## config.mk

```make
export PLATFORM = sky130hd
export DESIGN_NAME = flash_prog_device_flat
export DESIGN_NICKNAME = d
export VERILOG_FILES = /design/src/rtl/flash_prog_if.sv /design/src/rtl/flash_prog_device.sv /design/src/flat_wrapper.sv
export VERILOG_INCLUDE_DIRS = /design/src /design/src/rtl
export SDC_FILE = /design/constraint.sdc
export NUM_CORES = 1
export LEC_CHECK = 0
export BUFFER_PORTS_ARGS = -buffer_cell sky130_fd_sc_hd__buf_2
export CAP_MARGIN = 20
export CORE_MARGIN = 2
export CORE_UTILIZATION = 55
export DETAILED_ROUTE_END_ITERATION = 7
export HOLD_SLACK_MARGIN = 0.1
export PLACE_DENSITY = 0.83
export SLEW_MARGIN = 10
export SYNTH_ARGS = -nofsm -noshare
export SYNTH_HDL_FRONTEND = slang
export SYNTH_SLANG_ARGS = --single-unit
```

## constraint.sdc

```tcl
create_clock -name clk_i -period 5.49 [get_ports clk_i]
set_input_delay 0 -clock clk_i [delete_from_list [all_inputs] [get_ports clk_i]]
set_output_delay 0 -clock clk_i [all_outputs]
set_load 0.02 [all_outputs]
```

## src/rtl/flash_prog_defs.svh

```systemverilog
`ifndef FLASH_PROG_DEFS_SVH
`define FLASH_PROG_DEFS_SVH

// device registers reached over the serial link
`define FP_MODE_SELECT_ADDR 16'h2080
`define FP_MODE_TRIGGER_ADDR 16'h2081
`define FP_MODE_SELECT_RST 8'h00

// mode select codes, trigger key and unlock key
`define FP_SEL_ERASE 8'hD1
`define FP_SEL_READBACK 8'h2E
`define FP_TRIGGER_KEY 8'h96
`define FP_UNLOCK_KEY 4'h2

// command bytes accepted inside the programming mode
`define FP_CMD_WRITE 8'h00
`define FP_CMD_READ 8'h80

// byte positions within a frame, counted from zero
`define FP_BYTE_CMD 4'h0
`define FP_BYTE_ADDR_HI 4'h1
`define FP_BYTE_ADDR_LO 4'h2
`define FP_BYTE_STATUS 4'h3
`define FP_BYTE_DATA0 4'h4
`define FP_BYTE_DATA1 4'h5
`define FP_BYTE_MAX 4'hF

// status byte fields
`define FP_ST_NOT_READY 7
`define FP_ST_RD_PARITY 6
`define FP_ST_WR_PARITY 5
`define FP_ST_COUNT_LSB 2
`define FP_ST_MODE 1
`define FP_ST_READY 0
`define FP_ST_COUNT_SHORT 3'h7

// link timing: half period of the clock the host makes
`define FP_CLK_PERIOD_NS 100
`define FP_LINK_HALF_NS 800
`define FP_LINK_HALF_CYC (`FP_LINK_HALF_NS / `FP_CLK_PERIOD_NS)

// host register map on the system bus
`define FP_HOST_CTRL 8'h00
`define FP_HOST_ADDR 8'h04
`define FP_HOST_TXDATA 8'h08
`define FP_HOST_RXDATA 8'h0C
`define FP_HOST_LINKSTAT 8'h10
`define FP_CTRL_START 31
`define FP_CTRL_COUNT_LSB 8
`define FP_HOST_MAX_DATA 3'h4

`endif

```

## src/rtl/flash_prog_if.sv

```systemverilog
`timescale 1ns/10ps

interface flash_prog_if;
  logic sclk;
  logic serial_select_n;
  logic mosi;
  logic miso;

  // device end: the documented part
  modport device (
    input sclk,
    input serial_select_n,
    input mosi,
    output miso
  );

  // host end: the programmer that makes the link clock
  modport host (
    output sclk,
    output serial_select_n,
    output mosi,
    input miso
  );
endinterface

```

## src/rtl/flash_prog_device.sv

```systemverilog
`timescale 1ns/10ps
`include "flash_prog_defs.svh"

////////////////////////////////////////////////////////////////////////////
// Functional notes
// - flash reachable over link only in mode
// - word writes, even start, commit odd byte
// - processor halted, no completion interrupt
// - entry needs emulator, flags clear, unlock key
// - secure set: erase only, no read-back (here unlock_ok refuses every entry, erase included)
// - select and trigger writable only via link
// - select 0xD1 arms erase on entry
// - select 0x2E arms read-back, writes blocked
// - other select values never enter mode
// - trigger 0x96 enters, other values ignored
// - every trigger write clears select value
// - entry disables engine and halts processor
// - entry resets flash control logic
// - erase completion clears secure bit
// - in mode all addresses map onto flash
// - four byte frame returns operation status
// - writes six bytes, command 0x00, no increment
// - reads use 0x80, auto-increment allowed
// - frame lasts while select is low
// - status bit0 ready, bit1 mode with test
// - status bit7 reports previous not ready
module flash_prog_device (
  // clock and reset
  input wire logic clk_i,
  input wire logic resetn_i,
  // serial link
  flash_prog_if.device link,
  // entry preconditions and test pin
  input wire logic emulator_enable_input_i,
  input wire logic phase_flag_a_i,
  input wire logic secure_i,
  input wire logic [3:0] flash_unlock_key_i,
  input wire logic test_pin_i,
  // shared access address
  output logic [15:0] access_addr_o,
  // data memory port
  input wire logic [7:0] mem_rdata_i,
  output logic mem_we_o,
  output logic [7:0] mem_wdata_o,
  // flash port
  input wire logic [7:0] flash_rdata_i,
  input wire logic flash_busy_i,
  output logic flash_write_o,
  output logic [15:0] flash_wdata_o,
  output logic flash_erase_o,
  output logic flash_ctrl_reset_o,
  output logic secure_clear_o,
  // system control
  output logic flash_program_mode_o,
  output logic processor_halt_o,
  output logic compute_disable_o
);

  logic sclk_s1, sclk_s2, sclk_d;
  logic sel_s1, sel_s2, sel_d;
  logic mosi_s1, mosi_s2;
  logic [2:0] bit_cnt;
  logic [3:0] byte_cnt;
  logic [7:0] rx_sh;
  logic [7:0] tx_sh;
  logic [7:0] cmd;
  logic [7:0] addr_hi;
  logic [7:0] word_low;
  logic [7:0] mode_select;
  logic readback_mode;
  logic erase_wait, erase_run;
  logic err, rd_par, wr_par;
  logic [7:2] status_prev;

  ////////////////////////////////////////////////////////////////////////
  // link synchronisers
  always_ff @(posedge clk_i or negedge resetn_i) begin
    if (!resetn_i) begin
      sclk_s1 <= 1'b0;
      sclk_s2 <= 1'b0;
      sclk_d <= 1'b0;
      sel_s1 <= 1'b1;
      sel_s2 <= 1'b1;
      sel_d <= 1'b1;
      mosi_s1 <= 1'b0;
      mosi_s2 <= 1'b0;
    end else begin
      sclk_s1 <= link.sclk;
      sclk_s2 <= sclk_s1;
      sclk_d <= sclk_s2;
      sel_s1 <= link.serial_select_n;
      sel_s2 <= sel_s1;
      sel_d <= sel_s2;
      mosi_s1 <= link.mosi;
      mosi_s2 <= mosi_s1;
    end
  end

  // edges and frame events
  wire rise = sclk_s2 & ~sclk_d & ~sel_s2;
  wire fall = ~sclk_s2 & sclk_d & ~sel_s2;
  wire frame_start = ~sel_s2 & sel_d;
  wire frame_end = sel_s2 & ~sel_d;
  wire byte_done = rise & (bit_cnt == 3'h7);
  wire [7:0] rx_byte = {rx_sh[6:0], mosi_s2};
  wire is_read = cmd[7];

  // entry checks and access permissions
  wire unlock_ok = emulator_enable_input_i & ~phase_flag_a_i & ~secure_i &
    (flash_unlock_key_i == `FP_UNLOCK_KEY);
  wire sel_ok = (mode_select == `FP_SEL_ERASE) |
    ((mode_select == `FP_SEL_READBACK) & ~secure_i);
  wire read_ok = ~secure_i & (cmd == `FP_CMD_READ) & ~flash_busy_i;
  wire write_ok = ~secure_i & ~readback_mode & (cmd == `FP_CMD_WRITE) &
    ~access_addr_o[0];

  // byte strobes
  wire load_rd = byte_done & is_read & (byte_cnt >= `FP_BYTE_STATUS);
  wire wr_byte = byte_done & ~is_read & (byte_cnt >= `FP_BYTE_DATA0);
  wire norm_wr = wr_byte & ~flash_program_mode_o;
  wire sel_wr = norm_wr & (access_addr_o == `FP_MODE_SELECT_ADDR);
  wire trig_wr = norm_wr & (access_addr_o == `FP_MODE_TRIGGER_ADDR);
  wire mem_wr = norm_wr & ~sel_wr & ~trig_wr;
  wire enter = trig_wr & (rx_byte == `FP_TRIGGER_KEY) & sel_ok &
    unlock_ok;

  // read byte source: flash in mode, memory or select register outside
  wire [7:0] rd_byte = flash_program_mode_o ?
    (read_ok ? flash_rdata_i : 8'h00) :
    (access_addr_o == `FP_MODE_SELECT_ADDR) ? mode_select :
    (access_addr_o == `FP_MODE_TRIGGER_ADDR) ? 8'h00 : mem_rdata_i;

  // live status byte
  logic [7:0] status_now;
  always_comb begin
    status_now = {status_prev, 2'b00};
    status_now[`FP_ST_MODE] = flash_program_mode_o & test_pin_i;
    status_now[`FP_ST_READY] = flash_program_mode_o & ~flash_busy_i;
  end

  ////////////////////////////////////////////////////////////////////////
  // receive shifter, byte counter, command and address capture
  always_ff @(posedge clk_i or negedge resetn_i) begin
    if (!resetn_i) begin
      bit_cnt <= 3'h0;
      byte_cnt <= 4'h0;
      rx_sh <= 8'h00;
      cmd <= 8'h00;
      addr_hi <= 8'h00;
    end else if (frame_start) begin
      bit_cnt <= 3'h0;
      byte_cnt <= 4'h0;
    end else if (rise) begin
      rx_sh <= rx_byte;
      bit_cnt <= bit_cnt + 3'h1;
      if (bit_cnt == 3'h7) begin
        if (byte_cnt != `FP_BYTE_MAX) begin
          byte_cnt <= byte_cnt + 4'h1;
        end
        if (byte_cnt == `FP_BYTE_CMD) begin
          cmd <= rx_byte;
        end
        if (byte_cnt == `FP_BYTE_ADDR_HI) begin
          addr_hi <= rx_byte;
        end
      end
    end
  end

  // transmit shifter: status then read data, changed on falling edges
  always_ff @(posedge clk_i or negedge resetn_i) begin
    if (!resetn_i) begin
      tx_sh <= 8'h00;
      link.miso <= 1'b0;
    end else if (frame_start) begin
      tx_sh <= 8'h00;
      link.miso <= 1'b0;
    end else if (byte_done & (byte_cnt == `FP_BYTE_ADDR_LO)) begin
      tx_sh <= status_now;
      link.miso <= status_now[7];
    end else if (load_rd) begin
      tx_sh <= rd_byte;
      link.miso <= rd_byte[7];
    end else if (byte_done) begin
      tx_sh <= 8'h00;
      link.miso <= 1'b0;
    end else if (fall & (bit_cnt != 3'h0)) begin
      tx_sh <= {tx_sh[6:0], 1'b0};
      link.miso <= tx_sh[6];
    end
  end

  ////////////////////////////////////////////////////////////////////////
  // access pointer and write strobes
  always_ff @(posedge clk_i or negedge resetn_i) begin
    if (!resetn_i) begin
      access_addr_o <= 16'h0000;
      mem_we_o <= 1'b0;
      mem_wdata_o <= 8'h00;
      flash_write_o <= 1'b0;
      flash_wdata_o <= 16'h0000;
      word_low <= 8'h00;
    end else begin
      mem_we_o <= 1'b0;
      flash_write_o <= 1'b0;
      if (byte_done & (byte_cnt == `FP_BYTE_ADDR_LO)) begin
        access_addr_o <= {addr_hi, rx_byte};
      end else if (load_rd) begin
        // step past the byte just loaded so the next load is fresh
        access_addr_o <= access_addr_o + 16'h0001;
      end else if (mem_we_o) begin
        access_addr_o <= access_addr_o + 16'h0001;
      end
      if (mem_wr) begin
        mem_we_o <= 1'b1;
        mem_wdata_o <= rx_byte;
      end
      if (wr_byte & flash_program_mode_o) begin
        if (byte_cnt == `FP_BYTE_DATA0) begin
          word_low <= rx_byte;
        end
        if ((byte_cnt == `FP_BYTE_DATA1) & write_ok & ~flash_busy_i) begin
          flash_write_o <= 1'b1;
          flash_wdata_o <= {rx_byte, word_low};
        end
      end
    end
  end

  ////////////////////////////////////////////////////////////////////////
  // mode select register and mode entry
  always_ff @(posedge clk_i or negedge resetn_i) begin
    if (!resetn_i) begin
      mode_select <= `FP_MODE_SELECT_RST;
      flash_program_mode_o <= 1'b0;
      processor_halt_o <= 1'b0;
      compute_disable_o <= 1'b0;
      readback_mode <= 1'b0;
      flash_ctrl_reset_o <= 1'b0;
      flash_erase_o <= 1'b0;
    end else begin
      flash_ctrl_reset_o <= 1'b0;
      flash_erase_o <= 1'b0;
      if (sel_wr) begin
        mode_select <= rx_byte;
      end
      if (trig_wr) begin
        mode_select <= `FP_MODE_SELECT_RST;
      end
      if (enter) begin
        flash_program_mode_o <= 1'b1;
        processor_halt_o <= 1'b1;
        compute_disable_o <= 1'b1;
        readback_mode <= (mode_select == `FP_SEL_READBACK);
        flash_ctrl_reset_o <= 1'b1;
        flash_erase_o <= (mode_select == `FP_SEL_ERASE);
      end
    end
  end

  // mass erase tracking: clear secure when busy drops
  always_ff @(posedge clk_i or negedge resetn_i) begin
    if (!resetn_i) begin
      erase_wait <= 1'b0;
      erase_run <= 1'b0;
      secure_clear_o <= 1'b0;
    end else begin
      secure_clear_o <= 1'b0;
      if (flash_erase_o) begin
        erase_wait <= 1'b1;
      end else if (erase_wait & flash_busy_i) begin
        erase_wait <= 1'b0;
        erase_run <= 1'b1;
      end else if (erase_run & ~flash_busy_i) begin
        erase_run <= 1'b0;
        secure_clear_o <= 1'b1;
      end
    end
  end

  ////////////////////////////////////////////////////////////////////////
  // per-frame error and parity, latched into status at frame end
  always_ff @(posedge clk_i or negedge resetn_i) begin
    if (!resetn_i) begin
      err <= 1'b0;
      rd_par <= 1'b0;
      wr_par <= 1'b0;
      status_prev <= 6'h3F;
    end else if (frame_start) begin
      err <= 1'b0;
      rd_par <= 1'b0;
      wr_par <= 1'b0;
    end else if (frame_end) begin
      status_prev[`FP_ST_NOT_READY] <= err;
      status_prev[`FP_ST_RD_PARITY] <= rd_par;
      status_prev[`FP_ST_WR_PARITY] <= wr_par;
      status_prev[4:`FP_ST_COUNT_LSB] <= (byte_cnt >= `FP_BYTE_DATA0) ?
        3'(byte_cnt - `FP_BYTE_STATUS) : `FP_ST_COUNT_SHORT;
    end else if (byte_done) begin
      wr_par <= wr_par ^ (^rx_byte);
      if (load_rd & (byte_cnt != `FP_BYTE_MAX)) begin
        rd_par <= rd_par ^ (^rd_byte);
      end
      if (flash_program_mode_o & load_rd & ~read_ok) begin
        err <= 1'b1;
      end
      if (flash_program_mode_o & wr_byte & (~write_ok |
          (byte_cnt > `FP_BYTE_DATA1) |
          ((byte_cnt == `FP_BYTE_DATA1) & flash_busy_i))) begin
        err <= 1'b1;
      end
    end
  end

endmodule

```

## src/flat_wrapper.sv

```systemverilog
// flat-port wrapper written by rule: the top's interface ports become plain ports
module flash_prog_device_flat 
  (clk_i, resetn_i, emulator_enable_input_i, phase_flag_a_i, secure_i, flash_unlock_key_i, test_pin_i, access_addr_o, mem_rdata_i, mem_we_o, mem_wdata_o, flash_rdata_i, flash_busy_i, flash_write_o, flash_wdata_o, flash_erase_o, flash_ctrl_reset_o, secure_clear_o, flash_program_mode_o, processor_halt_o, compute_disable_o, link_sclk, link_serial_select_n, link_mosi, link_miso);
  flash_prog_if link_i ();
  input wire logic clk_i;
  input wire logic resetn_i;
  input wire logic emulator_enable_input_i;
  input wire logic phase_flag_a_i;
  input wire logic secure_i;
  input wire logic [3:0] flash_unlock_key_i;
  input wire logic test_pin_i;
  output logic [15:0] access_addr_o;
  input wire logic [7:0] mem_rdata_i;
  output logic mem_we_o;
  output logic [7:0] mem_wdata_o;
  input wire logic [7:0] flash_rdata_i;
  input wire logic flash_busy_i;
  output logic flash_write_o;
  output logic [15:0] flash_wdata_o;
  output logic flash_erase_o;
  output logic flash_ctrl_reset_o;
  output logic secure_clear_o;
  output logic flash_program_mode_o;
  output logic processor_halt_o;
  output logic compute_disable_o;
  input wire logic [$bits(link_i.sclk)-1:0] link_sclk;
  input wire logic [$bits(link_i.serial_select_n)-1:0] link_serial_select_n;
  input wire logic [$bits(link_i.mosi)-1:0] link_mosi;
  output wire logic [$bits(link_i.miso)-1:0] link_miso;
  assign link_i.sclk = link_sclk;
  assign link_i.serial_select_n = link_serial_select_n;
  assign link_i.mosi = link_mosi;
  assign link_miso = link_i.miso;
  flash_prog_device u_core (.clk_i(clk_i), .resetn_i(resetn_i), .link(link_i), .emulator_enable_input_i(emulator_enable_input_i), .phase_flag_a_i(phase_flag_a_i), .secure_i(secure_i), .flash_unlock_key_i(flash_unlock_key_i), .test_pin_i(test_pin_i), .access_addr_o(access_addr_o), .mem_rdata_i(mem_rdata_i), .mem_we_o(mem_we_o), .mem_wdata_o(mem_wdata_o), .flash_rdata_i(flash_rdata_i), .flash_busy_i(flash_busy_i), .flash_write_o(flash_write_o), .flash_wdata_o(flash_wdata_o), .flash_erase_o(flash_erase_o), .flash_ctrl_reset_o(flash_ctrl_reset_o), .secure_clear_o(secure_clear_o), .flash_program_mode_o(flash_program_mode_o), .processor_halt_o(processor_halt_o), .compute_disable_o(compute_disable_o));
endmodule
```

==> Word level (Yosys, flattened, before mapping) <==
Cells that the tools add are included.
{ "classes": {"eq_ne": 14, "div": 0, "bitwise_logic": 64, "n_mul": 0, "order_cmp": 3, "n_mux": 50, "addsub": 4, "reduce_logical": 27, "n_shift": 0} }
{ "ops": {"columns": ["op", "n"], "rows": [
  ["$mux 16", 3],
  ["$mux 8", 6],
  ["$and 1x1->1", 42],
  ["$mux 7", 5],
  ["$eq 16x14->1 const B", 2],
  ["$mux 1", 29],
  ["$eq 8x8->1 const B", 3],
  ["$not 1->1", 17],
  ["$add 16x1->16 const B", 1],
  ["$mux 4", 4],
  ["$reduce_bool 2->1", 8],
  ["$reduce_xor 8->1", 2],
  ["$reduce_and 2->1", 6],
  ["$mux 3", 3],
  ["$reduce_and 3->1", 3],
  ["$reduce_bool 3->1", 3],
  ["$eq 4x2->1 const B", 2],
  ["$eq 4x3->1 const B", 2],
  ["$eq 8x6->1 const B", 1],
  ["$logic_not 8->1", 1],
  ["$reduce_and 4->1", 2],
  ["$reduce_bool 5->1", 1],
  ["$add 4x1->4 const B", 1],
  ["$eq 4x1->1 const B", 1],
  ["other kinds (11)", 14]
]} }
{ "word_totals": {"in_bits": 30, "output_inout_bits": 49, "n_memories": 0, "romBits": 0, "reg_bits": 120, "latch_bits": 0, "mem_bits_rw": 0, "elab_cells": 195} }

==> Logic depth before layout (Yosys ltp) <==
Gate-level depths: netlist of run 1.
{ "depth": {"word_depth": 13, "depth_mapped": 11, "ltp_nobuf": 11} }

==> Worst setup path after synthesis of run 1 <==
OpenSTA, ideal clock, no wires.
{ "synth_timing": {"path_kind": "reg2reg", "from": "register u_core.access_addr_o[10]", "to": "register u_core.rd_par", "stages_incl_launch_ff": 11, "required_time_ns": 5.362, "arrival_time_ns": 2.530, "path_slack_ns": 2.833, "period_less_slack_ns": 2.657, "setup_time_ns": 0.128, "n_path_buf": 1, "path_cell_list": "dfrtp_1 > nor4b_4 > and4_1 > buf_4 > a21oi_2 > a221o_1 > xnor2_1 > xnor2_1 > xnor2_1 > o2111ai_1 > mux2_1"} }
{ "synth_between": {"elab_chain_cells": 10, "word_cells_on_any_way": 11, "classes_between": "2 x eq/ne; 7 x mux; 1 x bitwise; 1 x reduce/logical"} }
{ "synth_rtl": {"columns": ["item", "line", "source"], "rows": [
  ["start: declaration", "flash_prog_device.sv:40", "output logic [15:0] access_addr_o,"],
  ["start signal: assignment", "flash_prog_device.sv:207", "access_addr_o <= {addr_hi, rx_byte};"],
  ["start signal: assignment", "flash_prog_device.sv:210", "access_addr_o <= access_addr_o + 16'h0001;"],
  ["start signal: assignment", "flash_prog_device.sv:212", "access_addr_o <= access_addr_o + 16'h0001;"],
  ["$eq 16x14->1 (no line)", null, null],
  ["$mux 8", "flash_prog_device.sv:131", "(access_addr_o == `FP_MODE_TRIGGER_ADDR) ? 8'h00 : mem_rdata_i;"],
  ["$mux 8 *", "flash_prog_device.sv:130", "(access_addr_o == `FP_MODE_SELECT_ADDR) ? mode_select :"],
  ["$mux 8 *", "flash_prog_device.sv:128", "wire [7:0] rd_byte = flash_program_mode_o ?"],
  ["$reduce_xor 8->1 *", "flash_prog_device.sv:302", "rd_par <= rd_par ^ (^rd_byte);"],
  ["$xor 1x1->1 *", "flash_prog_device.sv:302", null],
  ["$mux 1 *", "flash_prog_device.sv:301", "if (load_rd & (byte_cnt != `FP_BYTE_MAX)) begin"],
  ["$mux 1 *", "flash_prog_device.sv:299", "end else if (byte_done) begin"],
  ["$mux 1 *", "flash_prog_device.sv:293", "end else if (frame_end) begin"],
  ["$mux 1 *", "flash_prog_device.sv:289", "end else if (frame_start) begin"],
  ["end signal: assignment", "flash_prog_device.sv:302", null],
  ["end: declaration", "flash_prog_device.sv:72", "logic err, rd_par, wr_par;"]
]} }
Mark *: on every way between the ends. The rest lies on a longest branch, timed or not. The select of a mux whose other input is x is not followed.
A chain may end at the register's enable or synchronous reset.

==> Worst setup path after layout of run 1 <==
{ "layout_timing": {"from": "register u_core.mosi_s2", "to": "register u_core.readback_mode"} }
{ "layout_between": {"elab_chain_cells": 4} }
{ "layout_rtl": {"columns": ["item", "line", "source"], "rows": [
  ["start: declaration", "flash_prog_device.sv:61", "logic mosi_s1, mosi_s2;"],
  ["start signal: assignment", "flash_prog_device.sv:95", "mosi_s2 <= mosi_s1;"],
  ["$eq 8x8->1 (no line)", null, null],
  ["$and 1x1->1 (3 in a row)", "flash_prog_device.sv:124", "wire enter = trig_wr & (rx_byte == `FP_TRIGGER_KEY) & sel_ok &"],
  ["via u_core.enter", "flash_prog_device.sv:124", null],
  ["end signal: assignment", "flash_prog_device.sv:254", "readback_mode <= (mode_select == `FP_SEL_READBACK);"],
  ["end: declaration", "flash_prog_device.sv:70", "logic readback_mode;"]
]} }
The timed path passes the listed nets, and every way through them passes these cells.

==> impl_metrics.yaml, run 1 <==
outcome:
  outcome: "finished clean"
timing:
  slew_violations: 0
  maxSlewHeadroom_pct: 47.0
  fin_tns_setup_ns: 0
  fin_crit_sh_pct: 64.1
  rsz0062_at_grt: "false"
  tightest_slew_ns: 0.795
  fin_worst_skew_ns: 0.00994
  setup_viol: 0
  hold_viol: 0
  clock.fmax_mhz: 284
  hold_ws_ns: 0.127
  post-route-min-period_ns: 3.52
critical_path:
  worstSetupStartpointType: "register"
  slowest_stage: "dlygate4sd3_1"
  path_cells: "inv_1 > ha_1 > or4b_2 > nor4_1 > dlygate4sd3_1 > nand2_1 > nor2_1 > dlygate4sd3_1 > nor2_1 > nor2_1"
  worstPathMaxFanout: 6
  critPathLaunch: "u_core.mosi_s2"
  path_class: "reg -> reg"
  crit-reg2reg-launch: "u_core.mosi_s2"
  cpMostUsedCell: "nor2_1"
  critPathArrivalTime_ns: 3.96
  slowest_delay_ns: 0.66
  cp-end-kind: "register"
  cp.required_ns: 5.93
floorplanning:
  io_pins: 79
  fp.dieW_um: 105
  rows: 36
  initial_core_util_pct: 56.9
  dieArea_um2: 11000
  core-area_um2: 9820
  fp.dieH_um: 105
global_route:
  antenna_found_initial: 0
  grt_usage_pct: 26.0
  grtUsageMet2_pct: 42.4
  grt_overflow: 0
  first_global_vias: 4530
  grt_pass1_wl_mm: 22.3
  use_met1_pct: 34.3
  grtUsageMet3_pct: 5.74
  busiest_layer: "met2"
  grt_max_degree: 62
finish:
  regArea_um2: 3010
  diodes: 0
  fin_cells: 773
  layout-drive-gt1-share_pct: 22.5
  syn_to_final_growth_pct: 20.8
  fillers: 743
  multi_input_area_um2: 2370
  nets: 671
routing:
  wl_per_cell_um: 17.3
  drt_iter0_drc: 384
  drt_first_pass_iters: 8
  detail-route-antenna-nets: 0
  routed_wl_mm: 13.4
  drc: 0
  routed_via_density: 5.77
  vias: 4459
cts:
  insertion_delay_ns: 0.52
  numCtsBuffers: 17
  htree_levels: 4
  clock_sinks: 120
  root_buffer: "clkbuf_8"
  cts_buffer_depth: 2
  cts_tree: "built"
  postCtsSetupRepairBufs: 0
  clkTransAtPathRegs_ns: 0.06
synthesis:
  synth_top_family_by_area: "simple AND/OR/NAND/NOR gates"
  synth_common_cells: "dfrtp_1 (111), nand2_1 (75), nor2_1 (58)"
  yosysMostFrequentCell: "dfrtp_1"
  synth-seq-cells: 120
  postSynthCellCount: 536
  synth-xor-area-share_pct: 4.39
  synth_cell_type_count: 54
  yosys-top-cells-area: "dfrtp_1 (50%), nand2_1 (5.0%), mux2_1 (4.8%), dfstp_2 (4.2%), nor2_1 (3.9%)"
  synth_fp_nets: 580
  synthFlopType: "dfrtp_1"
  synth_top_area_cell: "dfrtp_1"
  syn_area_per_cell_um2: 10.4
  yosysSeqAreaShare_pct: 54.0
  synth_edf_count: 0
  synthAdderAreaFrac_pct: 3.14
  synth_compound_area_share_pct: 10.8
  synthSimpleGateAreaFrac_pct: 16.1
  yosysTopAreaCellShare_pct: 49.7
  synth_area_um2: 5590
  async_flop_share_pct: 100
  yosys_warnings: 0
  synthMuxAreaShare_pct: 8.02
power_and_ir_drop:
  p_int_uw: 1560
  p_per_area_nw_per_um2: 308
  clkPwrFrac_pct: 47.6
  p_leak_uw: 0.00334
  p_seq_share_pct: 45.4
  p_comb_share_pct: 7.0
  netSwitchingFraction_pct: 25.1
  peakVddDrop_mv: 0.224
  power.switching_uw: 521
place:
  dp_cells: 725
  place.gp.congestion: 0.924
  dp_hpwl_mm: 8.78
  port_buffers: 78
hold_path:
  hold_start: "link_serial_select_n"
  worstHoldPathType: "in -> reg"
run:
  max-cap-violations: 0
metal layers:
metal  vias up  part of all wire, %
met5         -                    0
met4         0                  2.3
met3        32                  7.0
met2       194                   48
met1      2187                   42
li1       2046                    -
logic make-up after synthesis:
| family | count (synthesis) |
|---|---|
| xor gates and xnor gates | 28 |
| adders and majority gates | 14 |
| DFF | 120 |
| muxes | 40 |
| AOI/OAI and AO/OA | 98 |
| buffers and inverters | 48 |
| and+or+nand+nor | 188 |
critical path, delay by kind of cell, from the launching register on:
kind                     cells  cell delay [ns]
adder cells (fa/ha/maj)      1             0.18
flip-flops                   1             0.44
AND/OR/NAND/NOR              6             1.34
buffers and inverters        3             1.49
per-stage QoR:
stage	worst slack, ns	cell area, um^2	utilization [%]	power [uW]
floorplan	2.83	5590	-	1020
finish	1.97	6750	68.7	2080
global placement	2.54	6060	61.7	1080
detailed placement	2.28	6060	61.7	1090
global route	1.75	6750	68.7	2150
CTS	2.00	6750	68.7	2080
power groups by stage:
stage	Combinational (uW)	Clock [uW]	Sequential [uW]
2_1_floorplan	94.5	0	928
3_3_place_gp	125	0	956
3_5_place_dp	131	0	957
4_1_cts	143	999	942
5_1_grt	159	1040	946
6_report	145	991	943
sequential cells by signal, indices dropped and copies added (netlist names), 3 cells and up:
name,flops
u_core.access_addr_o,16
u_core.addr_hi,8
u_core.bit_cnt,3
u_core.byte_cnt,4
u_core.cmd,8
u_core.flash_wdata_o,16
u_core.mem_wdata_o,8
u_core.mode_select,8
u_core.rx_sh,7
u_core.status_prev,6
u_core.tx_sh,7
u_core.word_low,8
worst paths after layout:
kind | end | slack [ns] | cells past startpoint
max reg2reg | u_core.readback_mode | 1.97 | 10
min | u_core.sel_s1 | 0.13 | 2
max in group asynchronous | u_core.cmd[7] | 3.65 | 4
min in group asynchronous | u_core.mem_wdata_o[2] | 0.61 | 3
min reg2reg | u_core.sel_s2 | 0.35 | 0
max | u_core.readback_mode | 1.97 | 10
area by class of cell:
type	instances	area share (%)
Clock buffer	20	6.30
Clock inverter	12	1.58
Inverter	22	1.22
Multi-Input combinational cell	368	35.1
Sequential cell	120	44.7
Tap cell	133	2.47
Timing Repair Buffer	98	8.64
timing repair:
| item | 4_1_cts | 5_1_grt |
|---|---|---|
| resized for setup | 0 | 0 |
| hold buffers | 16 | 0 |
| hold endpoints to repair | 70 | 0 |
layout by cell type, fill, tap and decap left out, types with 20 or more instances in the layout:
| master | count |
|---|---|
| dfrtp_1 | 111 |
| buf_2 | 77 |
| nand2_1 | 75 |
| nor2_1 | 58 |
| a21oi_1 | 30 |
| o21ai_1 | 26 |
| mux2_1 | 24 |
| inv_1 | 20 |
Note: power is estimated with default switching activity, not from simulation.
==> run 2: changes to the inputs <==
CORE_UTILIZATION = 52   (was 55)
PLACE_DENSITY = 0.82   (was 0.83)
clock period = 2.9 ns   (was 5.49 ns; I/O delays follow)
==> impl_metrics.yaml, run 2 (synthesized netlist as in run 1, its figures left out) <==
cts:
  clkTransAtPathRegs_ns: 0.06
  clock_sinks: 120
  root_buffer: "clkbuf_8"
  numCtsBuffers: 17
  cts_tree: "built"
  cts_buffer_depth: 2
  htree_levels: 4
  insertion_delay_ns: 0.53
timing:
  fin_crit_sh_pct: 96.5
  rsz0062_at_grt: "true"
  tightest_slew_ns: 0.824
  fin_tns_setup_ns: 0
  post-route-min-period_ns: 2.80
  clock.fmax_mhz: 358
  setup_viol: 0
  maxSlewHeadroom_pct: 45.0
  slew_violations: 0
  fin_worst_skew_ns: 0.0106
  hold_viol: 0
power_and_ir_drop:
  p_comb_share_pct: 7.3
  peakVddDrop_mv: 0.404
  p_seq_share_pct: 44.4
  netSwitchingFraction_pct: 25.9
  power.switching_uw: 1040
  p_leak_uw: 0.00342
  clkPwrFrac_pct: 48.3
  p_int_uw: 2960
  p_per_area_nw_per_um2: 578
finish:
  layout-drive-gt1-share_pct: 25.6
  top_regs: "u_core.access_addr_o x16, u_core.flash_wdata_o x16"
  syn_to_final_growth_pct: 23.8
  regArea_um2: 3020
  multi_input_area_um2: 2400
  diodes: 0
  fillers: 792
  final_common_cell: "dfrtp_1"
  final_cell_mix: "dfrtp_1 (110), buf_2 (77), nand2_1 (75)"
  final_util_pct: 66.7
  nets: 686
floorplanning:
  dieArea_um2: 11600
  core-area_um2: 10400
  rows: 37
  io_pins: 79
  initial_core_util_pct: 53.9
  fp.dieW_um: 108
  fp.dieH_um: 108
global_route:
  busiest_layer: "met2"
  antenna_found_initial: 0
  grtUsageMet3_pct: 6.17
  use_met1_pct: 34.3
  grt_usage_pct: 26.1
  first_global_vias: 4563
  grt_max_degree: 65
  grt_pass1_wl_mm: 22.9
  grt_overflow: 0
  grtUsageMet2_pct: 41.7
routing:
  drt_iter0_drc: 309
  drc: 0
  detail-route-antenna-nets: 0
  routed_via_density: 5.64
  vias: 4458
  drt_first_pass_iters: 5
  routed_wl_mm: 14.2
  wl_per_cell_um: 17.9
outcome:
  outcome: "finished clean"
critical_path:
  slowest_delay_ns: 0.45
  cp-end-kind: "register"
  path_class: "reg -> reg"
  worstPathMaxFanout: 6
  slowest_stage: "dfrtp_1"
  cpMostUsedCell: "xnor2_1"
  critPathArrivalTime_ns: 3.20
  worstSetupStartpointType: "register"
  path_cells: "nor4b_4 > and4_4 > a21oi_4 > a221o_1 > xnor2_1 > xnor2_1 > xnor2_1 > o2111ai_1 > mux2_1"
  cp.required_ns: 3.31
place:
  place.gp.congestion: 0.857
  port_buffers: 78
  dp_hpwl_mm: 9.85
hold_path:
  worstHoldPathType: "in -> async"
run:
  max-cap-violations: 0
run 2: critical path: cells and delay by family, from the launching register on:
family           cells  cell delay [ns]
XOR/XNOR             3             0.55
AND/OR/NAND/NOR      2             0.67
flip-flops           1             0.45
AO/OA/AOI/OAI        3             0.66
multiplexers         1             0.34
run 2: cell type report:
| type | count | area share [%] |
|---|---|---|
| Sequential cell | 120 | 43.6 |
| Multi-Input combinational cell | 368 | 34.8 |
| Timing Repair Buffer | 113 | 10.1 |
| Clock buffer | 18 | 6.04 |
| Tap cell | 136 | 2.46 |
| Clock inverter | 14 | 1.81 |
| Inverter | 22 | 1.19 |
run 2: per-layer routing:
metal	vias up	wire length, um
met4	0	335
met1	2199	6110
met2	171	6870
met5	-	0
met3	32	860
li1	2056	-
run 2: metrics by stage:
step	total power [uW]	setup slack (ns)	cell area, um^2	hold slack [ns]	cells
floorplan	1940	0.243	5590	-0.296	536
global placement	2060	0.150	6210	0.108	746
detailed placement	2070	0.0487	6210	0.109	746
CTS	4010	0.0340	6860	0.103	789
global route	4130	-0.0112	6910	0.114	791
finish	4000	0.103	6910	0.109	791
run 2: final timing paths:
path | endpoint | slack, ns | depth (start not counted) | startpoint
setup / recovery | u_core.rd_par | 0.10 | 9 | u_core.access_addr_o[12]
hold / removal | u_core.rx_sh[6] | 0.11 | 2 | resetn_i
setup reg to reg | u_core.rd_par | 0.10 | 9 | u_core.access_addr_o[12]
hold reg to reg | u_core.mosi_s2 | 0.35 | 0 | u_core.mosi_s1
max in group asynchronous | u_core.word_low[5] | 2.03 | 3 | resetn_i
min in group clk_i | u_core.sclk_s1 | 0.11 | 2 | link_sclk
run 2: power by group through the flow:
| stage | clock (uW) | combinational [uW] | sequential [uW] |
|---|---|---|---|
| after detailed placement | 0 | 272 | 1800 |
| final | 1930 | 292 | 1770 |
| after CTS | 1950 | 290 | 1770 |
| after global routing | 2030 | 316 | 1780 |
| after floorplan | 0 | 179 | 1760 |
| after global placement | 0 | 259 | 1800 |
run 2: timing repair:
action                                 4_1_cts  5_1_grt
hold buffers                                11        1
gates resized for setup                      1        6
setup endpoints to repair                    1        2
buffers inserted                             0        1
endpoints found under the hold margin       79        1
pin swaps                                    0        3
